--- config.mk ---
export PLATFORM = sky130hd
export DESIGN_NAME = autoneg_ability_registers
export DESIGN_NICKNAME = d
export VERILOG_FILES = /design/src/core/autoneg_pkg.sv /design/src/core/autoneg_ability_registers.sv
export SDC_FILE = /design/constraint.sdc
export NUM_CORES = 1
export LEC_CHECK = 0
export BUFFER_PORTS_ARGS = -buffer_cell sky130_fd_sc_hd__buf_2
export CAP_MARGIN = 30
export CORE_ASPECT_RATIO = 0.75
export CORE_MARGIN = 1
export CORE_UTILIZATION = 35
export DETAILED_ROUTE_END_ITERATION = 12
export GPL_ROUTABILITY_DRIVEN = 1
export PLACE_DENSITY = 0.68
export SYNTH_ARGS = -nofsm -noshare
export SYNTH_HDL_FRONTEND = slang
export SYNTH_SLANG_ARGS = --single-unit
export TNS_END_PERCENT = 50
--- constraint.sdc ---
create_clock -name clock -period 1 [get_ports clock]
set_clock_uncertainty 0.05 [all_clocks]
set_input_delay 0 -clock clock [delete_from_list [all_inputs] [get_ports clock]]
set_output_delay 0 -clock clock [all_outputs]
set_load 0.02 [all_outputs]
--- src/core/autoneg_pkg.sv ---
// Package: offsets, field positions, reset values and carriers for the ability registers
package autoneg_pkg;

  // ----------------------------------------------------------------
  // Register addresses (register index on the management bus)
  // ----------------------------------------------------------------
  localparam logic [4:0] ADDR_ADVERT    = 5'h04;
  localparam logic [4:0] ADDR_PARTNER   = 5'h05;
  localparam logic [4:0] ADDR_EXPANSION = 5'h06;
  localparam logic [4:0] ADDR_NP_TX     = 5'h07;

  // ----------------------------------------------------------------
  // Field positions
  // ----------------------------------------------------------------
  localparam int BIT_NEXT_PAGE   = 15;
  localparam int BIT_ACK         = 14;
  localparam int BIT_RF_HI       = 13;
  localparam int BIT_RF_LO       = 12;
  localparam int BIT_PAUSE_HI    = 8;
  localparam int BIT_PAUSE_LO    = 7;
  localparam int BIT_HALF_DUPLEX = 6;
  localparam int BIT_FULL_DUPLEX = 5;
  localparam int BIT_NP_ABLE     = 2;
  localparam int BIT_PAGE_RX     = 1;
  localparam int BIT_MSG_PAGE    = 13;
  localparam int BIT_ACK2        = 12;
  localparam int BIT_TOGGLE      = 11;
  localparam int CODE_HI         = 10;

  // ----------------------------------------------------------------
  // Writable masks, partner field mask and reset values
  // ----------------------------------------------------------------
  localparam logic [15:0] ADVERT_WMASK = 16'h31a0;
  localparam logic [15:0] ADVERT_RESET = 16'h01a0;
  localparam logic [15:0] PARTNER_MASK = 16'hf1e0;
  localparam logic [15:0] NP_TX_WMASK  = 16'hb7ff;
  localparam logic [15:0] NP_TX_RESET  = 16'h2001;

  // Remote fault codes
  localparam logic [1:0] RF_NO_ERROR = 2'h0;

  // ----------------------------------------------------------------
  // Carriers
  // ----------------------------------------------------------------
  typedef struct packed {
    logic        wr_en;
    logic        rd_en;
    logic [4:0]  addr;
    logic [15:0] wdata;
  } mgmt_req_t;

  typedef struct packed {
    logic        page_valid;
    logic [15:0] page;
    logic        complete;
    logic        np_sent;
  } neg_event_t;

endpackage : autoneg_pkg

--- src/core/autoneg_ability_registers.sv ---
// Auto-negotiation ability, expansion and next-page transmit register bank
//
// Overview of operation
// - Advertised next-page bit ignores writes and always reads 0.
// - Advertised pause field writable, resets to 11.
// - Advertised half-duplex bit reads 0, writes ignored.
// - Advertised full-duplex bit writable, resets to 1.
// - Advertisement reserved bits read zero, writes discarded.
// - Partner register read-only, received fields, resets to zero.
// - Partner acknowledge bit read-only, set by negotiation logic.
// - Page-received flag sets on new page, clears on expansion read.
// - Expansion next-page-able bit reads 1, no effect.
// - Transmit next-page bit writable, resets to 0.
// - Transmit acknowledge-2 bit writable, resets to 0.
// - Transmit toggle read-only, alternates per transmitted next page.
// - Transmit code field writable, resets to null message code.
// - Advertisement also loadable from configuration port.
// - Any core reset, software reset too, restores all defaults.
`timescale 1ns/1ns
`default_nettype none

module autoneg_ability_registers (
  input  wire logic                    clock,
  input  wire logic                    reset,
  input  wire logic                    soft_reset,
  input  wire autoneg_pkg::mgmt_req_t  mgmt_req,
  output logic [15:0]                  mgmt_rdata,
  input  wire logic                    config_valid,
  input  wire logic [15:0]             config_advert,
  input  wire autoneg_pkg::neg_event_t neg_event,
  output logic [15:0]                  advert_out,
  output logic [15:0]                  np_tx_out,
  output logic                         page_received
);
  import autoneg_pkg::*;

  // ----------------------------------------------------------------
  // Decode
  // ----------------------------------------------------------------
  wire logic sel_advert = mgmt_req.addr == ADDR_ADVERT;
  wire logic sel_exp    = mgmt_req.addr == ADDR_EXPANSION;
  wire logic sel_np     = mgmt_req.addr == ADDR_NP_TX;
  wire logic sel_part   = mgmt_req.addr == ADDR_PARTNER;
  wire logic wr_advert  = mgmt_req.wr_en && sel_advert;
  wire logic wr_np      = mgmt_req.wr_en && sel_np;
  wire logic rd_exp     = mgmt_req.rd_en && sel_exp;

  logic [15:0] advert_q, advert_d;
  logic [15:0] partner_q, partner_d;
  logic        page_rx_q, page_rx_d;
  logic [15:0] np_tx_q, np_tx_d;
  logic        toggle_q, toggle_d;

  // ----------------------------------------------------------------
  // Advertisement next value
  // ----------------------------------------------------------------
  // Bus write wins over the configuration port when both strike together
  wire logic [15:0] adv_src = wr_advert ? mgmt_req.wdata : config_advert;
  wire logic        adv_ld  = wr_advert || config_valid;
  // Masking keeps next page, half duplex and reserved bits at 0
  wire logic [15:0] adv_new = adv_ld ? (adv_src & ADVERT_WMASK) : advert_q;

  always_comb begin
    advert_d = adv_new;
    if (neg_event.complete) begin
      advert_d[BIT_RF_HI:BIT_RF_LO] = RF_NO_ERROR;
    end
  end

  // ----------------------------------------------------------------
  // Partner, expansion and next-page transmit next values
  // ----------------------------------------------------------------
  assign partner_d = neg_event.page_valid ? (neg_event.page & PARTNER_MASK) : partner_q;
  // Set wins over read-clear so a page landing on the read is not lost
  assign page_rx_d = neg_event.page_valid | (page_rx_q & ~rd_exp);
  assign np_tx_d   = wr_np ? (mgmt_req.wdata & NP_TX_WMASK) : np_tx_q;
  assign toggle_d  = neg_event.np_sent ? ~toggle_q : toggle_q;

  // ----------------------------------------------------------------
  // Storage
  // ----------------------------------------------------------------
  always_ff @(posedge clock or posedge reset) begin
    if (reset) begin
      advert_q  <= ADVERT_RESET;
      partner_q <= 16'h0000;
      page_rx_q <= 1'b0;
      np_tx_q   <= NP_TX_RESET;
      toggle_q  <= 1'b0;
    end else if (soft_reset) begin
      advert_q  <= ADVERT_RESET;
      partner_q <= 16'h0000;
      page_rx_q <= 1'b0;
      np_tx_q   <= NP_TX_RESET;
      toggle_q  <= 1'b0;
    end else begin
      advert_q  <= advert_d;
      partner_q <= partner_d;
      page_rx_q <= page_rx_d;
      np_tx_q   <= np_tx_d;
      toggle_q  <= toggle_d;
    end
  end

  // ----------------------------------------------------------------
  // Read mux
  // ----------------------------------------------------------------
  wire logic [15:0] exp_view = {13'h0000, 1'b1, page_rx_q, 1'b0};
  wire logic [15:0] np_view  = {np_tx_q[15:12], toggle_q, np_tx_q[CODE_HI:0]};

  // Unmapped addresses read zero; read data is combinational off registers
  assign mgmt_rdata = sel_advert ? advert_q  :
                      sel_part   ? partner_q :
                      sel_exp    ? exp_view  :
                      sel_np     ? np_view   : 16'h0000;

  assign advert_out    = advert_q;
  assign np_tx_out     = np_view;
  assign page_received = page_rx_q;

  // ----------------------------------------------------------------
  // Checks
  // ----------------------------------------------------------------
  property p_np_zero;
    @(posedge clock) disable iff (reset) !advert_q[BIT_NEXT_PAGE];
  endproperty
  a_np_zero: assert property (p_np_zero) else $error("advert next page set");

  property p_rf_clear;
    @(posedge clock) disable iff (reset)
      neg_event.complete |=> advert_q[BIT_RF_HI:BIT_RF_LO] == RF_NO_ERROR;
  endproperty
  a_rf_clear: assert property (p_rf_clear) else $error("remote fault not cleared");

  property p_half_zero;
    @(posedge clock) disable iff (reset) !advert_q[BIT_HALF_DUPLEX] && (advert_q & ~ADVERT_WMASK) == 16'h0000;
  endproperty
  a_half_zero: assert property (p_half_zero) else $error("advert fixed bits nonzero");

  property p_adv_write;
    @(posedge clock) disable iff (reset)
      wr_advert && !neg_event.complete && !soft_reset |=>
        advert_q[BIT_PAUSE_HI:BIT_PAUSE_LO] == $past(mgmt_req.wdata[BIT_PAUSE_HI:BIT_PAUSE_LO]);
  endproperty
  a_adv_write: assert property (p_adv_write) else $error("pause write lost");

  property p_page_set;
    @(posedge clock) disable iff (reset)
      neg_event.page_valid && !soft_reset |=>
        page_rx_q ##1 (page_rx_q || $past(rd_exp) || $past(soft_reset));
  endproperty
  a_page_set: assert property (p_page_set) else $error("page flag not set");

  property p_page_clr;
    @(posedge clock) disable iff (reset)
      rd_exp && !neg_event.page_valid |=> !page_rx_q;
  endproperty
  a_page_clr: assert property (p_page_clr) else $error("page flag not cleared");

  property p_toggle;
    @(posedge clock) disable iff (reset)
      neg_event.np_sent && !soft_reset |=> toggle_q != $past(toggle_q);
  endproperty
  a_toggle: assert property (p_toggle) else $error("toggle did not flip");

  property p_soft;
    @(posedge clock) disable iff (reset)
      soft_reset |=> advert_q == ADVERT_RESET && np_tx_q == NP_TX_RESET && partner_q == 16'h0000;
  endproperty
  a_soft: assert property (p_soft) else $error("soft reset left state");

  property p_exp_view;
    @(posedge clock) disable iff (reset)
      sel_exp |-> mgmt_rdata[BIT_NP_ABLE] && mgmt_rdata[15:3] == 13'h0000 && !mgmt_rdata[0];
  endproperty
  a_exp_view: assert property (p_exp_view) else $error("expansion fixed bits wrong");

  property p_partner_ro;
    @(posedge clock) disable iff (reset)
      !neg_event.page_valid && !soft_reset |=> partner_q == $past(partner_q);
  endproperty
  a_partner_ro: assert property (p_partner_ro) else $error("partner changed without page");

  property p_adv_hold;
    @(posedge clock) disable iff (reset)
      !wr_advert && !config_valid && !neg_event.complete && !soft_reset |=> advert_q == $past(advert_q);
  endproperty
  a_adv_hold: assert property (p_adv_hold) else $error("advert changed unasked");

  property p_adv_fd;
    @(posedge clock) disable iff (reset)
      wr_advert && !soft_reset |=> advert_q[BIT_FULL_DUPLEX] == $past(mgmt_req.wdata[BIT_FULL_DUPLEX]);
  endproperty
  a_adv_fd: assert property (p_adv_fd) else $error("full duplex write lost");

  property p_adv_rf_wr;
    @(posedge clock) disable iff (reset)
      wr_advert && !neg_event.complete && !soft_reset |=>
        advert_q[BIT_RF_HI:BIT_RF_LO] == $past(mgmt_req.wdata[BIT_RF_HI:BIT_RF_LO]);
  endproperty
  a_adv_rf_wr: assert property (p_adv_rf_wr) else $error("remote fault write lost");

  property p_adv_cfg;
    @(posedge clock) disable iff (reset)
      config_valid && !wr_advert && !soft_reset |=>
        advert_q[BIT_PAUSE_HI:BIT_PAUSE_LO] == $past(config_advert[BIT_PAUSE_HI:BIT_PAUSE_LO]);
  endproperty
  a_adv_cfg: assert property (p_adv_cfg) else $error("config pause load lost");

  property p_adv_cfg_fd;
    @(posedge clock) disable iff (reset)
      config_valid && !wr_advert && !soft_reset |=>
        advert_q[BIT_FULL_DUPLEX] == $past(config_advert[BIT_FULL_DUPLEX]);
  endproperty
  a_adv_cfg_fd: assert property (p_adv_cfg_fd) else $error("config duplex load lost");

  property p_adv_bus_wins;
    @(posedge clock) disable iff (reset)
      wr_advert && config_valid && !soft_reset |=>
        advert_q[BIT_PAUSE_HI:BIT_PAUSE_LO] == $past(mgmt_req.wdata[BIT_PAUSE_HI:BIT_PAUSE_LO]);
  endproperty
  a_adv_bus_wins: assert property (p_adv_bus_wins) else $error("config beat bus write");

  property p_adv_rsv_hi;
    @(posedge clock) disable iff (reset)
      !advert_q[BIT_ACK] && advert_q[11:9] == 3'h0;
  endproperty
  a_adv_rsv_hi: assert property (p_adv_rsv_hi) else $error("advert upper reserved set");

  property p_adv_rsv_lo;
    @(posedge clock) disable iff (reset)
      advert_q[4:0] == 5'h00;
  endproperty
  a_adv_rsv_lo: assert property (p_adv_rsv_lo) else $error("advert lower reserved set");

  property p_adv_np_wr;
    @(posedge clock) disable iff (reset)
      wr_advert && mgmt_req.wdata[BIT_NEXT_PAGE] |=> !advert_q[BIT_NEXT_PAGE];
  endproperty
  a_adv_np_wr: assert property (p_adv_np_wr) else $error("next page write taken");

  property p_half_wr;
    @(posedge clock) disable iff (reset)
      wr_advert && mgmt_req.wdata[BIT_HALF_DUPLEX] |=> !advert_q[BIT_HALF_DUPLEX];
  endproperty
  a_half_wr: assert property (p_half_wr) else $error("half duplex write taken");

  property p_partner_load;
    @(posedge clock) disable iff (reset)
      neg_event.page_valid && !soft_reset |=> partner_q == ($past(neg_event.page) & PARTNER_MASK);
  endproperty
  a_partner_load: assert property (p_partner_load) else $error("partner page not stored");

  property p_partner_ack;
    @(posedge clock) disable iff (reset)
      neg_event.page_valid && !soft_reset |=> partner_q[BIT_ACK] == $past(neg_event.page[BIT_ACK]);
  endproperty
  a_partner_ack: assert property (p_partner_ack) else $error("partner ack not stored");

  property p_partner_rsv;
    @(posedge clock) disable iff (reset)
      (partner_q & ~PARTNER_MASK) == 16'h0000;
  endproperty
  a_partner_rsv: assert property (p_partner_rsv) else $error("partner reserved set");

  property p_partner_wr;
    @(posedge clock) disable iff (reset)
      mgmt_req.wr_en && sel_part && !neg_event.page_valid && !soft_reset |=> $stable(partner_q);
  endproperty
  a_partner_wr: assert property (p_partner_wr) else $error("partner took a bus write");

  property p_page_hold;
    @(posedge clock) disable iff (reset)
      !neg_event.page_valid && !rd_exp && !soft_reset |=> page_rx_q == $past(page_rx_q);
  endproperty
  a_page_hold: assert property (p_page_hold) else $error("page flag moved unasked");

  property p_page_other_rd;
    @(posedge clock) disable iff (reset)
      mgmt_req.rd_en && !sel_exp && page_rx_q && !soft_reset |=> page_rx_q;
  endproperty
  a_page_other_rd: assert property (p_page_other_rd) else $error("page flag cleared by other read");

  property p_page_soft;
    @(posedge clock) disable iff (reset)
      soft_reset |=> !page_rx_q && !toggle_q;
  endproperty
  a_page_soft: assert property (p_page_soft) else $error("soft reset left flags");

  property p_exp_rd;
    @(posedge clock) disable iff (reset)
      sel_exp |-> mgmt_rdata[BIT_PAGE_RX] == page_rx_q;
  endproperty
  a_exp_rd: assert property (p_exp_rd) else $error("expansion page bit wrong");

  property p_np_hold;
    @(posedge clock) disable iff (reset)
      !wr_np && !soft_reset |=> np_tx_q == $past(np_tx_q);
  endproperty
  a_np_hold: assert property (p_np_hold) else $error("transmit page changed unasked");

  property p_np_next;
    @(posedge clock) disable iff (reset)
      wr_np && !soft_reset |=> np_tx_q[BIT_NEXT_PAGE] == $past(mgmt_req.wdata[BIT_NEXT_PAGE]);
  endproperty
  a_np_next: assert property (p_np_next) else $error("transmit next page lost");

  property p_np_msg;
    @(posedge clock) disable iff (reset)
      wr_np && !soft_reset |=> np_tx_q[BIT_MSG_PAGE] == $past(mgmt_req.wdata[BIT_MSG_PAGE]);
  endproperty
  a_np_msg: assert property (p_np_msg) else $error("message page write lost");

  property p_np_ack2;
    @(posedge clock) disable iff (reset)
      wr_np && !soft_reset |=> np_tx_q[BIT_ACK2] == $past(mgmt_req.wdata[BIT_ACK2]);
  endproperty
  a_np_ack2: assert property (p_np_ack2) else $error("acknowledge 2 write lost");

  property p_np_code;
    @(posedge clock) disable iff (reset)
      wr_np && !soft_reset |=> np_tx_q[CODE_HI:0] == $past(mgmt_req.wdata[CODE_HI:0]);
  endproperty
  a_np_code: assert property (p_np_code) else $error("code field write lost");

  property p_toggle_wr;
    @(posedge clock) disable iff (reset)
      wr_np && !neg_event.np_sent && !soft_reset |=> toggle_q == $past(toggle_q);
  endproperty
  a_toggle_wr: assert property (p_toggle_wr) else $error("toggle took a bus write");

  property p_toggle_hold;
    @(posedge clock) disable iff (reset)
      !neg_event.np_sent && !soft_reset |=> toggle_q == $past(toggle_q);
  endproperty
  a_toggle_hold: assert property (p_toggle_hold) else $error("toggle moved unasked");

  property p_np_rsv;
    @(posedge clock) disable iff (reset)
      !np_tx_out[14];
  endproperty
  a_np_rsv: assert property (p_np_rsv) else $error("transmit reserved bit set");

endmodule : autoneg_ability_registers

`default_nettype wire

Yosys cells after proc, flatten, opt, wreduce, memory -nomap -nowiden
Index checks and enable logic that the tools add are counted.

word-level totals
  bits in registers = 50
  memory bits (read-only) = 0
  input port bits = 62
  latch bits = 0
  logic and storage cells = 38
  RAM bits = 0
  output and inout port bits = 49
  memories = 0

cells by class
  equal/unequal tests = 4
  bitwise operators = 4
  divide/modulo/power cells = 0
  multiply operators = 0
  shift operators = 0
  add/sub/neg operators = 0
  reductions and logical operators = 9
  magnitude comparators = 0
  multiplexer cells = 15

operators with widths
  operator                                                                number
  16-bit 2-to-1 mux                                                       10
  5-bit by 3-bit equality test with 1-bit output (second input constant)  4
  14-bit 2-to-1 mux                                                       1
  2-bit nonzero test                                                      4
  1-bit logical AND                                                       3
  1-bit 2-to-1 mux                                                        3
  3-bit nonzero test                                                      1
  2-bit 2-to-1 mux                                                        1
  1-bit NOT                                                               2
  1-bit bitwise AND                                                       1
  1-bit logical OR                                                        1
  1-bit bitwise OR                                                        1

Depth between registers and ports, before layout
Gate-level depths: netlist (run 1).

  depth after elaboration = 6
  mapped depth = 5
  depth with buffers taken out = 3

Least setup slack after synthesis (run 1)
No wires, ideal clock.

  path type = register to output
  start = reg np_tx_q[13]
  end = out mgmt_rdata[13]
  stages on the path, launching flop included = 4
  setup slack = -0.135 ns
  arrival = 1.085 ns
  buffers on the path = 0
  required time = 0.950 ns
  cells stage by stage = dfstp_2 mux2_2 a22oi_1 nor2_1

on the way
  word-level cells in the longest chain between the ends = 4

ends and longest elaborated chain
  element                 RTL line                          source
  from (decl)             autoneg_ability_registers.sv:51   logic [15:0] np_tx_q, np_tx_d;
  from (signal assigned)  autoneg_ability_registers.sv:99   np_tx_q <= np_tx_d;
  16-bit 2-to-1 mux       autoneg_ability_registers.sv:114  sel_np ? np_view : 16'h0000;
  16-bit 2-to-1 mux       autoneg_ability_registers.sv:113  sel_exp ? exp_view :
  16-bit 2-to-1 mux       autoneg_ability_registers.sv:112  sel_part ? partner_q :
  16-bit 2-to-1 mux       autoneg_ability_registers.sv:111  assign mgmt_rdata = sel_advert ? advert_q :
  to (decl)               autoneg_ability_registers.sv:27   output logic [15:0] mgmt_rdata,

No other way between the ends.

Worst setup path in the final report (run 1)
  start = reg partner_q[8]
  end = out mgmt_rdata[8]

on the way
  word-level cells in the longest chain between the ends = 2

ends and longest elaborated chain
  element                 RTL line                          source
  from (decl)             autoneg_ability_registers.sv:49   logic [15:0] partner_q, partner_d;
  from (signal assigned)  autoneg_ability_registers.sv:97   partner_q <= partner_d;
  16-bit 2-to-1 mux       autoneg_ability_registers.sv:112
  16-bit 2-to-1 mux       autoneg_ability_registers.sv:111

No other way between the ends.

==> flow_summary.toml, run 1 <==
[outcome]
status = "finished, violations left"
violations = "DRC, setup timing"

[die]
die_width_um = 84.16
io_pins = 111
die-area_um2 = 5354
core_um2 = 4872
initial_core_util_pct = 36.36
fp.dieH_um = 63.62
fp-row-count = 22

[sta]
finalSetupTns_ps = -2297
report.final.hold_viol_count = 0
max_freq_mhz = 734.8
post-route-period-util_pct = 136.1
drv_slew = 0
rsz0062_at_grt = "yes"
period_needed_ps = 1361
final.setup.worst_slack_ps = -361.0
setup_viol = 19

[final_layout]
drive_above_1_share_pct = 46.23
fin_nets = 366
area_growth_pct = 67.51
antenna_cells = 0
final_core_util_pct = 60.91

[synthesis]
async_flop_share_pct = 100.0
synth_area_leaders = "dfrtp_1, mux2i_1, nand2b_1, dfstp_2, nor2_1"
synth_top_area_share_pct = 33.90
yosysMostFrequentCell = "mux2i_1"
syn_inst = 178
synth_edf_count = 0
synth_cell_types = 27
synth-seq-cells = 29
syn_area_um2 = 1772
netlist_top_cells_count = "mux2i_1, nor2_1, dfrtp_1, nand2b_1, buf_4"
avgSynthCellArea_um2 = 9.953
yosysWarnings = 0
ys_seq_area_share_pct = 41.31
ys.flop_type = "dfrtp_1"
netlist.top_cell.by_area = "dfrtp_1"

[routing]
vias_per_cell = 4.578
drtIter0Drc = 68
wl_per_cell_um = 13.49
ant_nets = 0
route.final.wire_length_um = 4925
drc = 6
vias = 1671
dr.pass1.iters = 10

[cts]
clock-sinks = 29
numCtsBuffers = 5
cts-root-buf = "clkbuf_8"
htree_levels = 2
clk_pin_slew_ps = 60
ctsLongestPathBuffers = 2
tritoncts = "yes"
clock_latency_ps = 280

[power]
irDropWorstVdd_mv = 0.5142
fin_total_pwr_mw = 2.887
p_leak_nw = 1.490
powerDensity_nw_per_um2 = 972.6

[placed_design]
gp_congestion = 0.7613
hpwlAfterDp_um = 3269
port_buffers = 77

[run]
max-cap-violations = 0

[worst_setup_path]
cp.arrival_ps = 1310
ff2ff_setup_slack_ps = -10
start_kind = "flip-flop"
crit_type = "reg2out"
setup.worst_path.end_class = "primary output"
required_ps = 950
crit_fanout = 2

[global_route]
grt_max_degree = 30
grt_pass1_wl_um = 7603
grtUsageTotal_pct = 18.82
grt_pass1_vias = 1581
antenna_found_initial = 0
grt.overflow.total = 0

[hold_path]
hp-class = "in2reg"
-- cells in the final DEF (no fill, tap or decap), drive strengths merged, types with 2 or more instances in the layout --
cell type,netlist,final
conb,1,12
dfstp,5,5
a211oi,3,3
dlygate4sd3,0,28
nand2b,24,24
clkbuf,8,8
inv,2,2
nand3,2,2
buf,16,104
nor3b,3,3
nor2,28,28
nand2,6,6
a22oi,5,5
dfrtp,24,24
and2,6,6
mux2i,30,30
nor2b,3,3
mux2,7,7
-- power by group --
part           total (mW)  switching (mW)  internal, mW
logic               0.643           0.306         0.337
registers            1.26          0.0345          1.22
clock network       0.987           0.427         0.560
-- state kept, by name, summed over array words and instances (netlist names) --
register	count
advert_out	5
page_received	1
toggle_q	1
partner_q	8
np_tx_q	14
-- through the flow --
step,cell area [um2],worst slack [ps],hold slack (ps),cells
global placement,2312,-177.8,-4.250,322
floorplan,1815,-92.94,24.41,189
detailed placement,2312,-216.4,-3.434,322
global route,2968,-409.6,90.67,365
finish,2968,-361.0,51.98,365
CTS,2833,-375.0,37.93,361
-- logic make-up after synthesis --
family | after synthesis | synth area share (%)
other cells | 1 | 0.2117
buf+inv | 26 | 9.675
simple gates | 74 | 22.74
xor+xnor | 1 | 0.4944
compound gates | 10 | 4.167
flops | 29 | 41.31
mux | 37 | 21.40
-- critical path, cell delays in order, from the launching register on --
cell     delay [ps]
dfrtp_1         410
mux2_4          290
a22oi_2         120
nor2_1           60
buf_4           150
-- layout make-up --
cell class	count	area, um2
multi-input cells	134	999.7
flip-flops and latches	29	732.0
inverters	2	7.507
well taps	60	75.07
clock buffers	8	90.09
repair buffers	132	1064
fillers	420	1904
-- repair_timing --
| action | 4_1_cts | 5_1_grt |
|---|---|---|
| gates resized for setup | 38 | 30 |
| setup buffers | 3 | 4 |
| hold buffers | 28 | 0 |
| hold endpoints to repair | 57 | 0 |
| endpoints found under the setup margin | 24 | 32 |
| pin swaps | 6 | 3 |
-- layer usage --
layer / GRT usage [%] / up-vias / share of wire (%)
li1: - / 819 / -
met1: 24.21 / 788 / 44
met2: 29.82 / 60 / 49
met3: 6.815 / 4 / 6.9
met4: 5.172 / 0 / 0.51
met5: 0 / - / 0
-- worst paths after layout --
kind / startpoint / endpoint / depth (start not counted)
worst max-delay path: partner_q[8] / mgmt_rdata[8] / 4
worst min-delay path: soft_reset / advert_out[5] / 3
max in group asynchronous: reset / advert_out[8] / 4
min in group asynchronous: reset / partner_q[6] / 4
worst max register to register: advert_out[7] / advert_out[7] / 3
worst min register to register: partner_q[6] / partner_q[6] / 2
No activity file was read; power rests on OpenSTA's default activity.
==> run 2: changes to the inputs <==
SETUP_SLACK_MARGIN = 0.1   (was default)
==> run 2 against run 1 <==
  * The flow finishes with violations (DRC, hold timing, setup timing)
  * Sequential power about the same
  * First-iteration DRC count increased by 7.4%
  * Hold slack got worse by 55 ps
  * Utilization increased by 2.2 points
  * Count of clock-buffer cells in the layout unchanged
  * Highest routed layer unchanged
  * Flip-flop and latch count stayed put
  * Die area unchanged
==> flow_summary.toml, run 2 (synthesis gave the netlist of run 1 again) <==
[run]
max-cap-violations = 0

[final_layout]
fin_nets = 370
antenna_cells = 0
drive_above_1_share_pct = 48.87
max_flop_register = "np_tx_q"
nFillCells = 418
layout_commonest_cell = "buf_2"
largest_reg_flops = 14
multi_input_area_um2 = 1026
seqCellArea_um2 = 732.0
area_growth_pct = 73.45
final_cell_mix = "buf_2, buf_6, mux2i_1, dlygate4sd3_1, buf_4"

[cts]
cts-root-buf = "clkbuf_8"
ctsLongestPathBuffers = 2
clock-sinks = 29
clock_latency_ps = 280
clk_pin_slew_ps = 60
numCtsBuffers = 5
tritoncts = "yes"
htree_levels = 2

[worst_setup_path]
max_stage_delay_ps = 410
start_kind = "flip-flop"
critical-path-top-delay-family = "flip-flops"
required_ps = 950
crit_type = "reg2out"
crit_path_cell_trace = "mux2_4 -> a22oi_2 -> nor2_1 -> buf_4"
cp.arrival_ps = 1320
path_buf_inv = 1
crit_fanout = 2
setup.worst_path.end_class = "primary output"
crit_slowest_cell = "dfrtp_1"

[sta]
setup_viol = 20
rsz0062_at_grt = "yes"
period_needed_ps = 1372
post-route-period-util_pct = 137.2
final.setup.worst_slack_ps = -371.8
report.final.hold_viol_count = 1
holdWs_ps = -3.385
drv_slew = 0
finalSetupTns_ps = -2519
max_freq_mhz = 729.0

[die]
die-area_um2 = 5354
die_width_um = 84.16
io_pins = 111
fp.dieH_um = 63.62
fp-row-count = 22
initial_core_util_pct = 36.36
core_um2 = 4872

[power]
powerDensity_nw_per_um2 = 951.3
p_leak_nw = 1.535
irDropWorstVdd_mv = 0.4013

[global_route]
antenna_found_initial = 0
grt.overflow.total = 0
grt_pass1_wl_um = 8010
grt_pass1_vias = 1721
grt_max_degree = 30
grtUsageTotal_pct = 19.76

[placed_design]
hpwlAfterDp_um = 3295
port_buffers = 77
gp_congestion = 0.7958

[routing]
drtIter0Drc = 73
ant_nets = 0
vias = 1712
drc = 14
route.final.wire_length_um = 5055
vias_per_cell = 4.640
wl_per_cell_um = 13.70
dr.pass1.iters = 10

[outcome]
status = "finished, violations left"
violations = "DRC, hold timing, setup timing"

[hold_path]
hp-class = "in2reg"
-- run 2: final cells by class --
type	instances	share of cell area [%]
tap	60	2.443
inverter	2	0.2443
timing repair buffer	136	37.17
multi-input combinational	134	33.39
clock buffer	8	2.932
sequential	29	23.82
-- run 2: per-stage QoR --
step / setup WS, ps / std cells / area, um2 / util (%) / total power [mW]
after global placement: -193.0 / 321 / 2292 / 47.05 / 1.743
after floorplan: -92.94 / 189 / 1815 / - / 1.596
after detailed placement: -239.7 / 321 / 2292 / 47.05 / 1.747
after global routing: -410.9 / 369 / 3073 / 63.07 / 3.060
after CTS: -351.0 / 363 / 2950 / 60.55 / 2.891
final: -371.8 / 369 / 3073 / 63.07 / 2.923
-- run 2: final timing paths --
check	cells after the start	start	slack, ps	to
min	3	config_advert[5]	-3	advert_out[5]
max reg2reg	3	advert_out[5]	-40	advert_out[5]
max	4	partner_q[7]	-370	mgmt_rdata[7]
max in group asynchronous	4	reset	420	advert_out[8]
min reg2reg	2	partner_q[15]	470	partner_q[15]
min in group asynchronous	4	reset	240	partner_q[7]
-- run 2: worst register-to-register path: stages, from the launching register on --
cell and delay [ps]:
dfstp_2 570, nor2b_1 140, a211oi_1 50, mux2i_1 160
-- run 2: routing by layer --
layer / vias to the layer above / wire length (um) / share of wire, % / global-route usage [%]
met5: - / 0 / 0 / 0
met4: 0 / 176 / 3.5 / 11.21
met3: 15 / 253 / 5.0 / 3.932
met2: 59 / 2388 / 47 / 32.07
met1: 814 / 2236 / 44 / 24.65
li1: 824 / - / - / -
-- run 2: what timing repair did --
item / 4_1_cts / 5_1_grt
pin swaps: 5 / 8
resized for setup: 74 / 21
setup buffers: 9 / 6
setup endpoints to repair: 48 / 49
cloned: 0 / 0
hold buffers: 27 / 0
hold endpoints to repair: 57 / 0
-- run 2: power by group --
group,internal [mW],leakage [nW],total (mW),switching (mW)
sequential,1.22,0.379,1.26,0.0361
combinational,0.362,1.11,0.672,0.310
clock,0.560,0.0455,0.993,0.433
total,2.14,1.54,2.92,0.779
==> run 3: changes to the inputs <==
BUFFER_PORTS_ARGS = default   (was -buffer_cell sky130_fd_sc_hd__buf_2)
CORE_UTILIZATION = 25   (was 35)
DONT_BUFFER_PORTS = 1   (was default)
PLACE_DENSITY = default   (was 0.68)
clock period = 1.1 ns   (was 1 ns; I/O delays follow)
==> run 3 against run 2 <==
  * The run ends with hold timing, setup timing left
  * Hold slack lost 240 ps
  * Register-to-register slack gained 110 ps
  * Global-route usage shrank 6.8 points
  * First-iteration DRC count grew 4.1%
==> flow_summary.toml, run 3 (synthesis gave the netlist of run 1 again) <==
[die]
die-area_um2 = 7431
fp.dieH_um = 74.91
core_um2 = 6832
fp-row-count = 26
die_width_um = 99.21
io_pins = 111
initial_core_util_pct = 25.93

[routing]
wl_per_cell_um = 15.65
drtIter0Drc = 76
vias_per_cell = 4.497
drc = 0
dr.pass1.iters = 4
vias = 1367
route.final.wire_length_um = 4759
ant_nets = 0

[placed_design]
port_buffers = 0
dpl_cell_area_um2 = 1979
hpwlAfterDp_um = 3299
gp_congestion = 0.7373

[power]
p_comb_share_pct = 15.5
internal-power_mw = 1.740
p_leak_nw = 1.083
fin_total_pwr_mw = 2.372
p_sw_mw = 0.6321
powerDensity_nw_per_um2 = 994.5
p_seq_share_pct = 48.5
clkPwrFrac_pct = 36.0
irDropWorstVdd_mv = 0.4577
switching_share_pct = 26.65

[outcome]
violations = "hold timing, setup timing"
status = "finished, violations left"

[global_route]
grt.overflow.total = 0
grt_pass1_wl_um = 7189
grt_max_degree = 46
antenna_found_initial = 0
grtUsageTotal_pct = 12.94
grt_pass1_vias = 1349

[sta]
finalSetupTns_ps = -1149
holdWs_ps = -245.9
post-route-period-util_pct = 120.8
setup_viol = 8
drv_slew = 0
report.final.hold_viol_count = 29
final.setup.worst_slack_ps = -228.4
period_needed_ps = 1328
rsz0062_at_grt = "yes"
max_freq_mhz = 752.8

[final_layout]
area_growth_pct = 34.60
antenna_cells = 0
drive_above_1_share_pct = 36.82
fin_area_um2 = 2385
largest_reg_flops = 14
final_cell_mix = "mux2i_1, nor2_1, nand2b_1, buf_4, dfrtp_1"
fin_nets = 281
layout_commonest_cell = "mux2i_1"
max_flop_register = "np_tx_q"

[worst_setup_path]
cp.arrival_ps = 1280
start_kind = "flip-flop"
crit_type = "reg2out"
required_ps = 1050
r2r_cells = 3
setup.worst_path.end_class = "primary output"
crit_fanout = 2

[cts]
clk_pin_slew_ps = 70
cts-root-buf = "clkbuf_8"
numCtsBuffers = 5
tritoncts = "yes"
ctsLongestPathBuffers = 2
htree_levels = 2
clock-sinks = 29
clock_latency_ps = 280
hold_buffers = 16

[run]
max-cap-violations = 0

[hold_path]
holdPathStages = 1
hp-class = "in2reg"
==> run 3: cell types whose count changed in the layout (fill, tap and decap cells not counted), sizes merged <==
cell | before | now
clkinvlp | 0 | 1
clkbuf | 8 | 5
buf | 109 | 31
clkinv | 0 | 2
dlygate4sd3 | 27 | 16
==> run 3: cell type report <==
cell class | count | area (um2)
Timing Repair Buffer | 47 | 431.7
Fill cell | 694 | 4447
Clock inverter | 3 | 17.52
Clock buffer | 5 | 68.82
Tap cell | 84 | 105.1
Sequential cell | 29 | 740.7
Multi-Input combinational cell | 134 | 1013
Inverter | 2 | 7.507
==> run 3: per-layer routing <==
metal / global-route usage, % / vias to the layer above / routed length (um)
met4: 4.248 / 0 / 72
met1: 16.88 / 666 / 2252
li1: - / 645 / -
met5: 0 / - / 0
met2: 20.91 / 49 / 2193
met3: 3.807 / 7 / 240
==> run 3: through the flow <==
stage,instances,worst slack [ps],hold WS (ps),util [%]
6_report,304,-228.4,-245.9,34.91
5_1_grt,304,-299.2,-285.2,34.91
4_1_cts,302,-253.8,-279.2,33.92
3_5_place_dp,277,-22.57,-34.84,28.97
3_3_place_gp,277,18.40,-29.17,28.97
2_1_floorplan,189,7.065,24.41,-
==> run 3: final timing paths <==
| path | startpoint | to | slack, ps |
|---|---|---|---|
| max | partner_q[7] | mgmt_rdata[7] | -230 |
| min in group asynchronous | reset | partner_q[12] | 210 |
| max in group asynchronous | reset | advert_out[7] | 480 |
| min | soft_reset | partner_q[8] | -250 |
| max reg2reg | advert_out[12] | advert_out[12] | 70 |
| min reg2reg | partner_q[14] | partner_q[14] | 470 |
==> run 3: timing repair <==
item / in CTS / in global routing
endpoints found under the hold margin: 58 / 29
setup endpoints to repair: 21 / 27
gates cloned: 0 / 0
setup buffers: 1 / 2
gates resized for setup: 35 / 13
pin swaps: 2 / 4
==> run 3: worst max-delay path, cell delays in order, from the launching register on <==
cell and delay, ps:
dfrtp_1 390, mux2_2 270, a22oi_2 120, nor2_1 60, buf_4 150
==> run 3: power groups by stage <==
stage | clock, mW | combinational [mW] | sequential [mW]
2_1_floorplan | 0 | 0.282 | 1.17
3_3_place_gp | 0 | 0.281 | 1.16
6_report | 0.855 | 0.367 | 1.15
3_5_place_dp | 0 | 0.286 | 1.16
5_1_grt | 0.948 | 0.401 | 1.15
4_1_cts | 0.900 | 0.353 | 1.15
